## src/ddc_pkg.sv

```systemverilog
/*
 * Package for the downconverter channel three decimation rate select block:
 * register offsets, field positions, select codes, stage masks and ratios.
 * Assumes a 32-bit Avalon-MM slave with byte addresses, word aligned.
 */
// Functional notes
// RULE1 - primary all-ones defers to secondary upper nibble
// RULE2 - secondary field ignored unless primary equals 111
// RULE3 - secondary 000: third-band two, four half-bands, 48/24
// RULE4 - fifth-band two plus half-band one: 10/5
// RULE5 - fifth-band two plus half-bands two, one: 20/10
// RULE6 - fifth-band two plus half-bands three..one: 40 disabled
// RULE7 - primary half-bands one..three plus third-band: 24/12
// RULE8 - primary half-bands one, two plus third-band: 6 enabled
// RULE9 - secondary 010 selects fifth-band two, half-band one
// RULE10 - secondary 011 selects fifth-band two, half-bands two, one
// RULE11 - undocumented secondary codes keep chain unchanged
package ddc_pkg;
   // register indices; the byte address is four times the index
   localparam logic [11:0] PRIMARY_SELECT_IDX = 12'h310;
   localparam logic [11:0] SECONDARY_SELECT_IDX = 12'h371;
   localparam logic [13:0] PRIMARY_SELECT_ADDR = {PRIMARY_SELECT_IDX, 2'b00};
   localparam logic [13:0] SECONDARY_SELECT_ADDR = {SECONDARY_SELECT_IDX, 2'b00};
   localparam logic [13:0] STATUS_ADDR = 14'h0D00;
   localparam int ADDR_W = 14;

   // field positions
   localparam int PRI_SEL_LSB = 0;
   localparam int PRI_C2R_BIT = 3;
   localparam int SEC_SEL_LSB = 4;
   localparam int SEL_W = 3;

   // reset values
   localparam logic [7:0] PRIMARY_RESET = 8'h00;
   localparam logic [7:0] SECONDARY_RESET = 8'h00;

   // select codes
   localparam logic [2:0] PRI_HALF1 = 3'h3;
   localparam logic [2:0] PRI_HALF1_THIRD = 3'h4;
   localparam logic [2:0] PRI_HALF12_THIRD = 3'h5;
   localparam logic [2:0] PRI_HALF123_THIRD = 3'h6;
   localparam logic [2:0] PRI_DEFER = 3'h7;
   localparam logic [2:0] SEC_THIRD_HALF4321 = 3'h0;
   localparam logic [2:0] SEC_FIFTH_HALF1 = 3'h2;
   localparam logic [2:0] SEC_FIFTH_HALF21 = 3'h3;
   localparam logic [2:0] SEC_FIFTH_HALF321 = 3'h4;

   // stage mask bits: [0] hb one .. [3] hb four, [4] third two, [5] fifth two
   localparam logic [5:0] STG_HALF1 = 6'h01;
   localparam logic [5:0] STG_HALF1_THIRD = 6'h11;
   localparam logic [5:0] STG_HALF12_THIRD = 6'h13;
   localparam logic [5:0] STG_HALF123_THIRD = 6'h17;
   localparam logic [5:0] STG_THIRD_HALF4321 = 6'h1F;
   localparam logic [5:0] STG_FIFTH_HALF1 = 6'h21;
   localparam logic [5:0] STG_FIFTH_HALF21 = 6'h23;
   localparam logic [5:0] STG_FIFTH_HALF321 = 6'h27;

   // ratios with complex-to-real enabled; disabled doubles them
   localparam logic [6:0] RATIO_HALF1 = 7'h01;
   localparam logic [6:0] RATIO_HALF1_THIRD = 7'h03;
   localparam logic [6:0] RATIO_HALF12_THIRD = 7'h06;
   localparam logic [6:0] RATIO_HALF123_THIRD = 7'h0C;
   localparam logic [6:0] RATIO_THIRD_HALF4321 = 7'h18;
   localparam logic [6:0] RATIO_FIFTH_HALF1 = 7'h05;
   localparam logic [6:0] RATIO_FIFTH_HALF21 = 7'h0A;
   localparam logic [6:0] RATIO_FIFTH_HALF321 = 7'h14;

   localparam logic [31:0] UNMAPPED_READ = 32'h0000_0000;
endpackage : ddc_pkg

```

## src/ddc_rate_select.sv

```systemverilog
/*
 * Decimation rate select for downconverter channel three: holds the
 * primary and secondary select registers and decodes the stage cascade
 * and overall ratio for the filter chain that sits outside this block.
 * The primary register carries a three-bit select and the complex-to-real
 * enable; its all-ones code hands the choice to the secondary field,
 * whose undocumented codes leave the chain as it stands.
 * Register map (byte addresses): primary at 0xC40, secondary at 0xDC4,
 * a read-only status word at 0xD00 with ratio, stage mask and the
 * conversion bit; other offsets read zero and ignore writes.
 * Outputs are registered, so a new setting reaches the chain one edge
 * after the write is acknowledged and the chain sees one clean change.
 * Limitation: only byte lane 0 is decoded; the upper lanes carry nothing.
 * Assumes an Avalon-MM master that holds its request until waitrequest
 * is sampled low, one clock, and a reset shared with the register map.
 * The filter datapath, input selection and other channels lie outside.
 */
`timescale 1ns/1ps
module ddc_rate_select (
   // clock and reset
   input wire logic sys_clk_in,
   input wire logic rst_b_in,
   // avalon-mm slave
   input wire logic [ddc_pkg::ADDR_W-1:0] avs_address_in,
   input wire logic avs_read_in,
   input wire logic avs_write_in,
   input wire logic [31:0] avs_writedata_in,
   input wire logic [3:0] avs_byteenable_in,
   output logic [31:0] avs_readdata_out,
   output logic avs_waitrequest_out,
   // filter chain configuration
   output logic [5:0] stage_enable_out,
   output logic [6:0] decimation_ratio_out,
   output logic complex_to_real_out
);
   import ddc_pkg::*;

   // register storage
   logic [7:0] primary_select;
   logic [7:0] secondary_select;
   // bus handshake state
   logic acked;
   logic pri_write_hit;
   logic sec_write_hit;
   // field views of the stored registers
   logic [2:0] pri_code;
   logic [2:0] sec_code;
   logic c2r;
   // per-field decode results
   logic [5:0] pri_stage;
   logic [6:0] pri_ratio;
   logic pri_valid;
   logic [5:0] sec_stage;
   logic [6:0] sec_ratio;
   logic sec_valid;
   // selected cascade, ahead of the output registers
   logic [5:0] next_stage;
   logic [6:0] next_ratio;
   logic next_valid;

   // field views
   assign pri_code = primary_select[PRI_SEL_LSB +: SEL_W];
   assign sec_code = secondary_select[SEC_SEL_LSB +: SEL_W];
   assign c2r = primary_select[PRI_C2R_BIT];

   // writes land only on the acknowledging edge and only with lane 0 set;
   // upper lanes carry nothing, so their enables are ignored
   assign pri_write_hit = avs_write_in && acked && avs_byteenable_in[0]
      && (avs_address_in == PRIMARY_SELECT_ADDR);
   assign sec_write_hit = avs_write_in && acked && avs_byteenable_in[0]
      && (avs_address_in == SECONDARY_SELECT_ADDR);

   // one wait cycle per access keeps readdata registered
   // acked marks the answering cycle; a request held past it is seen as
   // a new access, so the master must release on the answering edge
   // trade-off: every access costs two cycles, reads and writes alike
   always_ff @(posedge sys_clk_in) begin
      if (!rst_b_in) begin
         acked <= 1'b0;
      end else begin
         acked <= (avs_read_in || avs_write_in) && !acked;
      end
   end

   // waitrequest idles high and drops for exactly the answering cycle;
   // it is registered so the master never sees a combinational path
   // from its own request back to the answer
   always_ff @(posedge sys_clk_in) begin
      if (!rst_b_in) begin
         avs_waitrequest_out <= 1'b1;
      end else begin
         avs_waitrequest_out <= !((avs_read_in || avs_write_in) && !acked);
      end
   end

   // register writes take effect on the acknowledging edge
   // the full byte is stored even for reserved codes, so readback
   // always shows what software wrote
   always_ff @(posedge sys_clk_in) begin
      if (!rst_b_in) begin
         primary_select <= PRIMARY_RESET;
         secondary_select <= SECONDARY_RESET;
      end else begin
         if (pri_write_hit) begin
            primary_select <= avs_writedata_in[7:0];
         end
         // reserved codes are kept as written; the decode ignores them
         if (sec_write_hit) begin // [RULE11]
            secondary_select <= avs_writedata_in[7:0];
         end
      end
   end

   // read data, unmapped offsets read zero
   // captured when the access is taken, so it stands at the answering edge
   // and holds until the next read
   always_ff @(posedge sys_clk_in) begin
      if (!rst_b_in) begin
         avs_readdata_out <= UNMAPPED_READ;
      end else if (avs_read_in && !acked) begin
         unique case (avs_address_in)
            PRIMARY_SELECT_ADDR: avs_readdata_out <= {24'h000000, primary_select};
            SECONDARY_SELECT_ADDR: avs_readdata_out <= {24'h000000, secondary_select};
            STATUS_ADDR: avs_readdata_out <= {17'h00000, complex_to_real_out,
               stage_enable_out, 1'b0, decimation_ratio_out};
            default: avs_readdata_out <= UNMAPPED_READ;
         endcase
      end
   end

   // secondary field decode; c2r halves the ratio so base is the enabled figure
   always_comb begin
      sec_stage = STG_HALF1;
      sec_ratio = RATIO_HALF1;
      sec_valid = 1'b1;
      unique case (sec_code)
         // third-band two ahead of all four half-bands
         SEC_THIRD_HALF4321: begin // [RULE3]
            sec_stage = STG_THIRD_HALF4321;
            sec_ratio = RATIO_THIRD_HALF4321;
         end
         // fifth-band two ahead of half-band one
         SEC_FIFTH_HALF1: begin // [RULE4] [RULE9]
            sec_stage = STG_FIFTH_HALF1;
            sec_ratio = RATIO_FIFTH_HALF1;
         end
         // fifth-band two ahead of half-bands two and one
         SEC_FIFTH_HALF21: begin // [RULE5] [RULE10]
            sec_stage = STG_FIFTH_HALF21;
            sec_ratio = RATIO_FIFTH_HALF21;
         end
         // fifth-band two ahead of half-bands three to one
         SEC_FIFTH_HALF321: begin // [RULE6]
            sec_stage = STG_FIFTH_HALF321;
            sec_ratio = RATIO_FIFTH_HALF321;
         end
         // codes 1, 5, 6 and 7 are reserved
         default: sec_valid = 1'b0; // [RULE11]
      endcase
   end

   // primary field decode; codes below the half-band-one code are not used
   // by this channel and hold the chain like a reserved code
   always_comb begin
      pri_stage = STG_HALF1;
      pri_ratio = RATIO_HALF1;
      pri_valid = 1'b1;
      unique case (pri_code)
         // half-band one alone
         PRI_HALF1: begin
            pri_stage = STG_HALF1;
            pri_ratio = RATIO_HALF1;
         end
         // half-band one and third-band two
         PRI_HALF1_THIRD: begin
            pri_stage = STG_HALF1_THIRD;
            pri_ratio = RATIO_HALF1_THIRD;
         end
         // half-bands one, two and third-band two
         PRI_HALF12_THIRD: begin // [RULE8]
            pri_stage = STG_HALF12_THIRD;
            pri_ratio = RATIO_HALF12_THIRD;
         end
         // half-bands one to three and third-band two
         PRI_HALF123_THIRD: begin // [RULE7]
            pri_stage = STG_HALF123_THIRD;
            pri_ratio = RATIO_HALF123_THIRD;
         end
         // the deferred code is resolved by the select below
         default: pri_valid = 1'b0;
      endcase
   end

   // the all-ones primary code hands the choice to the secondary field;
   // any other code leaves the secondary field without effect, whatever
   // it holds, so software may stage it ahead of the primary write
   always_comb begin
      if (pri_code == PRI_DEFER) begin // [RULE1] [RULE2]
         next_stage = sec_stage;
         next_ratio = sec_ratio;
         next_valid = sec_valid;
      end else begin // [RULE2]
         next_stage = pri_stage;
         next_ratio = pri_ratio;
         next_valid = pri_valid;
      end
   end

   // outputs hold the last valid cascade, so a reserved code changes nothing;
   // the chain never sees a half-decoded setting, at the cost of one cycle
   // reset leaves half-band one alone with conversion off, a ratio of two
   always_ff @(posedge sys_clk_in) begin
      if (!rst_b_in) begin
         stage_enable_out <= STG_HALF1;
         decimation_ratio_out <= {RATIO_HALF1[5:0], 1'b0};
         complex_to_real_out <= 1'b0;
      end else if (next_valid) begin // [RULE11]
         stage_enable_out <= next_stage;
         complex_to_real_out <= c2r;
         // disabled conversion doubles the ratio [RULE3] [RULE7]
         decimation_ratio_out <= c2r ? next_ratio : {next_ratio[5:0], 1'b0};
      end
   end
endmodule : ddc_rate_select

```

## config.mk

```make
export PLATFORM = sky130hd
export DESIGN_NAME = ddc_rate_select
export DESIGN_NICKNAME = d
export VERILOG_FILES = /design/src/ddc_pkg.sv /design/src/ddc_rate_select.sv
export SDC_FILE = /design/constraint.sdc
export NUM_CORES = 1
export LEC_CHECK = 0
export BUFFER_PORTS_ARGS = -buffer_cell sky130_fd_sc_hd__buf_2
export CORE_UTILIZATION = 45
export DETAILED_ROUTE_END_ITERATION = 8
export HOLD_SLACK_MARGIN = 0.03
export PLACE_DENSITY = 0.78
export SYNTH_ARGS = -nofsm -noshare
export SYNTH_HDL_FRONTEND = slang
export SYNTH_SLANG_ARGS = --single-unit
```

## constraint.sdc

```tcl
create_clock -name sys_clk_in -period 2.49 [get_ports sys_clk_in]
set_clock_uncertainty 0.15 [all_clocks]
set_input_delay 0.3735 -clock sys_clk_in [delete_from_list [all_inputs] [get_ports sys_clk_in]]
set_output_delay 0.3735 -clock sys_clk_in [all_outputs]
set_load 0.03 [all_outputs]
```

=== Word level (Yosys, flattened, before mapping) ===
Cells that the tools add are included.

* Equal/unequal tests: 11
* Reductions and logical operators: 12
* Muxes and demuxes: 11

{| class="wikitable"
|+ Operators by type and width
! kind !! count
|-
| case mux 15 bit (3 select lines) || 1
|-
| equality test 14 x 12 -> 1 bit, second input constant || 3
|-
| case mux 6 bit (4 select lines) || 1
|-
| case mux 5 bit (4 select lines) || 1
|-
| equality test 3 bit, second input constant || 5
|-
| case mux 5 bit (3 select lines) || 1
|-
| two-way mux 7 bit || 2
|-
| case mux 4 bit (3 select lines) || 1
|-
| equality test 3 x 2 -> 1 bit, second input constant || 3
|-
| OR reduction 4 bit || 2
|-
| logical AND 1 bit || 6
|-
| two-way mux 6 bit || 1
|-
| zero test 3 bit || 1
|-
| two-way mux 1 bit || 3
|-
| zero test 1 bit || 2
|-
| logical OR 1 bit || 1
|}

* Logic and storage cells: 42
* Flip-flop bits (word level): 64
* Input bits: 54
* Output and inout bits: 47

=== Logic depth before layout (Yosys ltp) ===
* Word-level depth: 4
* Depth in mapped cells: 6
* Gate-level depth less buffers: 4

=== Least setup slack after synthesis ===
Ideal clock, no wire load.

* Path kind: input to register
* Start: input avs_address_in[13] (netlist bit)
* End: register secondary_select[4]
* Required time: 2.268 ns
* Setup time: 0.072 ns
* Buffers on the path: 1
* Arrival time: 1.871 ns
* Path slack: 0.397 ns
* Stages on the path: 5
* Cell sequence: or4b_4 or4_4 nor2b_4 buf_8 mux2i_1

* Word-level cells in the longest chain between the ends: 2

{| class="wikitable"
|+ Ends and longest elaborated chain
! item !! RTL line !! source
|-
| from (decl) || ddc_rate_select.sv:24 || <nowiki>input wire logic [ddc_pkg::ADDR_W-1:0] avs_address_in,</nowiki>
|-
| equality test 14 x 12 -> 1 bit || ddc_rate_select.sv:71 || <nowiki>&& (avs_address_in == SECONDARY_SELECT_ADDR);</nowiki>
|-
| logical AND 1 bit || ddc_rate_select.sv:71 ||
|-
| to (signal assigned) || ddc_rate_select.sv:109 || <nowiki>secondary_select <= avs_writedata_in[7:0];</nowiki>
|-
| to (decl) || ddc_rate_select.sv:40 || <nowiki>logic [7:0] secondary_select;</nowiki>
|}

No other way between the ends.
A chain may end at the register's enable or synchronous reset.

=== Final worst setup path ===
* Start: input avs_address_in[13] (netlist bit)
* End: register secondary_select[5]

The elaborated chain is that of the path after synthesis.

==> summary.md <==
| Metric | Value |
|---|---|
| Max transition margin | 24.8% |
| Number of nets with antenna violations after routing | 0 |
| Total track usage | 19.0% |
| Layout Area Growth over Synthesis | 14.0% |
| Global-route met1 utilization | 25.0% |
| Share of cell area taken by muxes after synthesis | 8.35% |
| Most Used Layer, Global Route | met2 |
| Met2 usage in global routing | 30.9% |
| DR pass1 iterations | 4 |
| Highest-count cells in the layout ignoring fill and taps | 54 x sky130_fd_sc_hd__buf_2, 45 x sky130_fd_sc_hd__dfxtp_1, 39 x sky130_fd_sc_hd__nand2_1 |
| IO Port Bufs | 54 |
| Clock transition at the register clock pins on the worst setup and hold paths after CTS | 0.07 ns |
| Power share of the combinational group | 8.1% |
| Share of cells above drive strength 1 | 25.4% |
| Routability congestion estimate | 0.864 |
| Minimum hold slack | 0.200 ns |
| Synth Area in Compound Gates | 16.5% |
| Clock Latency Late Sink | 0.29 ns |
| Shortest clock period the worst path allows after layout | 2.05 ns |
| Combined area of all synthesized cells | 2170 um2 |
| Synthesized-area fraction occupied by and/or/nand/nor cells | 21.9% |
| Number of register bits inferred by synthesis | 45 |
| Post-Synthesis Mean Instance Area | 8.76 um2 |
| Area share of xor/xnor cells in the synthesized design | 0.403% |
| Filler cell count | 442 |
| FMAX | 0.488 GHz |
| Die height | 71.5 um |
| Max-slew violation count | 0 |
| Crit share post-route | 82.3% |
| Slowest stage cell, crit path | sky130_fd_sc_hd__or4_4 |
| Power per Cell Area | 512 nW/um2 |
| Worst EP arrival | 2.12 ns |
| I/O pin total | 101 |
| Max Cap Violations | 0 |
| Async set-or-reset flop fraction in the synthesized netlist | 0% |
| H-tree levels | 2 |
| Cells traversed along the worst timing path | buf_2, or4b_4, or4_4, nor2b_4, mux2i_1 |
| Final number of hold-violating endpoints | 0 |
| Startpoint type of the worst setup path | primary input |
| Core region area | 4500 um2 |
| CTS Root Cell | sky130_fd_sc_hd__clkbuf_8 |
| Run status | completed |
| Warnings from Yosys | 0 |
| Switch share | 23.5% |
| Die width | 71.5 um |
| Most common cell after layout, fill and taps aside | sky130_fd_sc_hd__buf_2 |
| Category of the most critical setup path | in2reg |
| Dominant combinational cell family by area after synthesis | simple AND/OR/NAND/NOR gates |
| Max clock buf depth | 2 |
| Total congestion overflow after global routing | 0 |
| Number of buffers created by CTS | 5 |
| Routed length per placed instance | 13.5 um |
| DRC violation total after the first TritonRoute iteration | 129 |
| CP Max Fanout | 8 |
| Leading register cell type out of synthesis | sky130_fd_sc_hd__dfxtp_1 |
| Count of unresolved DRC violations after routing | 0 |
| Sequential area share after synthesis | 41.5% |
| Data required time of the worst path | 2.56 ns |
| Switching power | 298 uW |
| Final routed wirelength across all metal layers | 4680 um |
| FP Rows | 24 |
| Power share of the clock group | 34.8% |
| Worst VDD drop | 209 uV |
| Count of nets after finishing | 349 |
| Vias in the first global route | 1670 |
| Largest net degree at the start of global routing | 27 |
| Met3 Use GR | 5.06% |
| Fraction of the mapped netlist area in adder cells | 0% |
| Antenna violations before repair | 0 |
| CP endpoint kind | register |
| Class of the tightest hold or removal check | in2reg |
| Unrepaired setup endpoints after global routing | no |
| Post-CTS Setup Bufs | 0 |
| Via count | 1899 |
| Yosys cell types | 47 |
| HPWL reported at the end of detailed placement | 3450 um |
| Area of the die | 5110 um2 |
| Clock sink count | 45 |
| Worst Tran Pin Value | 1.11 ns |
| Total negative slack | 0 ns |
| Sequential cell fraction of total power | 57.0% |
| Antenna Cells | 0 |
| Number of failing setup endpoints in the final timing report | 0 |
| Layout Utilization | 55.0% |
| Slowest stage delay, CP | 0.56 ns |
| First-pass GRT wire length | 7540 um |
| CTS tree | built |
| Initial Util | 48.2% |
| Cell-internal power | 969 uW |
| Standby leakage power | 1.05 nW |
| Synthesized instance count | 248 |
| Number of flops mapped to enable cells by yosys | 0 |
| Avg Vias per Cell | 5.47 |
| Hold-fix buffer count after cts | 0 |
| Post-CTS Resized | 0 |
## kinds of logic (layout without fill, tap and decap cells)
kind of cell,Yosys count,in the layout
xor gates and xnor gates,1,1
buffers and inverters,41,71
other,2,19
AOI/OAI and AO/OA,53,53
DFF,45,45
muxes,18,18
and+or+nand+nor,88,88
## synthesized netlist by cell type (2+ instances only)
library cell	instances	area, um2
sky130_fd_sc_hd__o21ai_0	15	75.1
sky130_fd_sc_hd__conb_1	2	7.51
sky130_fd_sc_hd__nor4b_1	2	17.5
sky130_fd_sc_hd__and3_1	2	12.5
sky130_fd_sc_hd__clkbuf_1	14	52.6
sky130_fd_sc_hd__nand3_1	4	20.0
sky130_fd_sc_hd__a2bb2oi_1	3	26.3
sky130_fd_sc_hd__nand2b_1	3	18.8
sky130_fd_sc_hd__a21oi_1	10	50.1
sky130_fd_sc_hd__a211o_1	2	17.5
sky130_fd_sc_hd__nor4_1	2	12.5
sky130_fd_sc_hd__dfxtp_1	45	901
sky130_fd_sc_hd__inv_1	4	15.0
sky130_fd_sc_hd__or2_2	2	12.5
sky130_fd_sc_hd__a21o_1	2	15.0
sky130_fd_sc_hd__a22oi_1	9	67.6
sky130_fd_sc_hd__mux2i_1	17	170
sky130_fd_sc_hd__a222oi_1	6	60.1
sky130_fd_sc_hd__nor3_1	4	20.0
sky130_fd_sc_hd__nor2b_1	2	12.5
sky130_fd_sc_hd__nand2_1	39	146
sky130_fd_sc_hd__nor4b_2	2	30.0
sky130_fd_sc_hd__nor2_1	15	56.3
sky130_fd_sc_hd__buf_4	19	143
## per-stage QoR
step	total power [mW]	cells	instance area, um2	worst slack (ns)
after floorplan	0.833	265	2240	0.397
after global placement	0.843	340	2390	0.163
after detailed placement	0.843	340	2390	0.124
after CTS	1.28	347	2480	0.429
after global routing	1.32	347	2480	0.259
final	1.27	347	2480	0.441
## registers in the layout (all words and copies together) (netlist names)
| name | cells |
|---|---|
| secondary_select | 8 |
| avs_readdata_out | 15 |
| avs_waitrequest_out | 1 |
| stage_enable_out | 5 |
| acked | 1 |
| primary_select | 8 |
| decimation_ratio_out | 6 |
| complex_to_real_out | 1 |
## worst max-delay path, delay by kind of cell
kind | cells | cell delay (ns)
buf+inv | 1 | 0.10
mux | 1 | 0.23
simple gates | 3 | 1.41
## power by group through the flow
stage | Clock, mW | Sequential (mW) | Combinational, mW
2_1_floorplan | 0 | 0.742 | 0.0907
3_3_place_gp | 0 | 0.740 | 0.103
3_5_place_dp | 0 | 0.740 | 0.103
4_1_cts | 0.456 | 0.723 | 0.103
5_1_grt | 0.483 | 0.723 | 0.112
6_report | 0.441 | 0.723 | 0.103
## area by class of cell
| cell class | count | area [um2] | share of cell area (%) |
|---|---|---|---|
| tap | 52 | 65.1 | 2.63 |
| multi-input combinational | 179 | 1100 | 44.3 |
| inverter | 5 | 18.8 | 0.758 |
| clock buffer | 7 | 86.3 | 3.49 |
| sequential | 45 | 901 | 36.4 |
| timing repair buffer | 59 | 308 | 12.4 |
## path summary, 6_finish.rpt
check / start / to / slack (ns) / cells after the start
worst max-delay path: avs_address_in[13] / secondary_select[5] / 0.44 / 5
worst min-delay path: avs_writedata_in[6] / secondary_select[6] / 0.20 / 3
worst max register to register: secondary_select[5] / decimation_ratio_out[0] / 0.59 / 4
worst min register to register: avs_readdata_out[0] / avs_readdata_out[0] / 0.30 / 2
## layer usage
layer | up-vias | routed length, um
met1 | 887 | 2140
met5 | - | 0
met2 | 82 | 2200
met3 | 2 | 327
li1 | 928 | -
met4 | 0 | 20
Note: power is estimated with default switching activity, not from simulation.
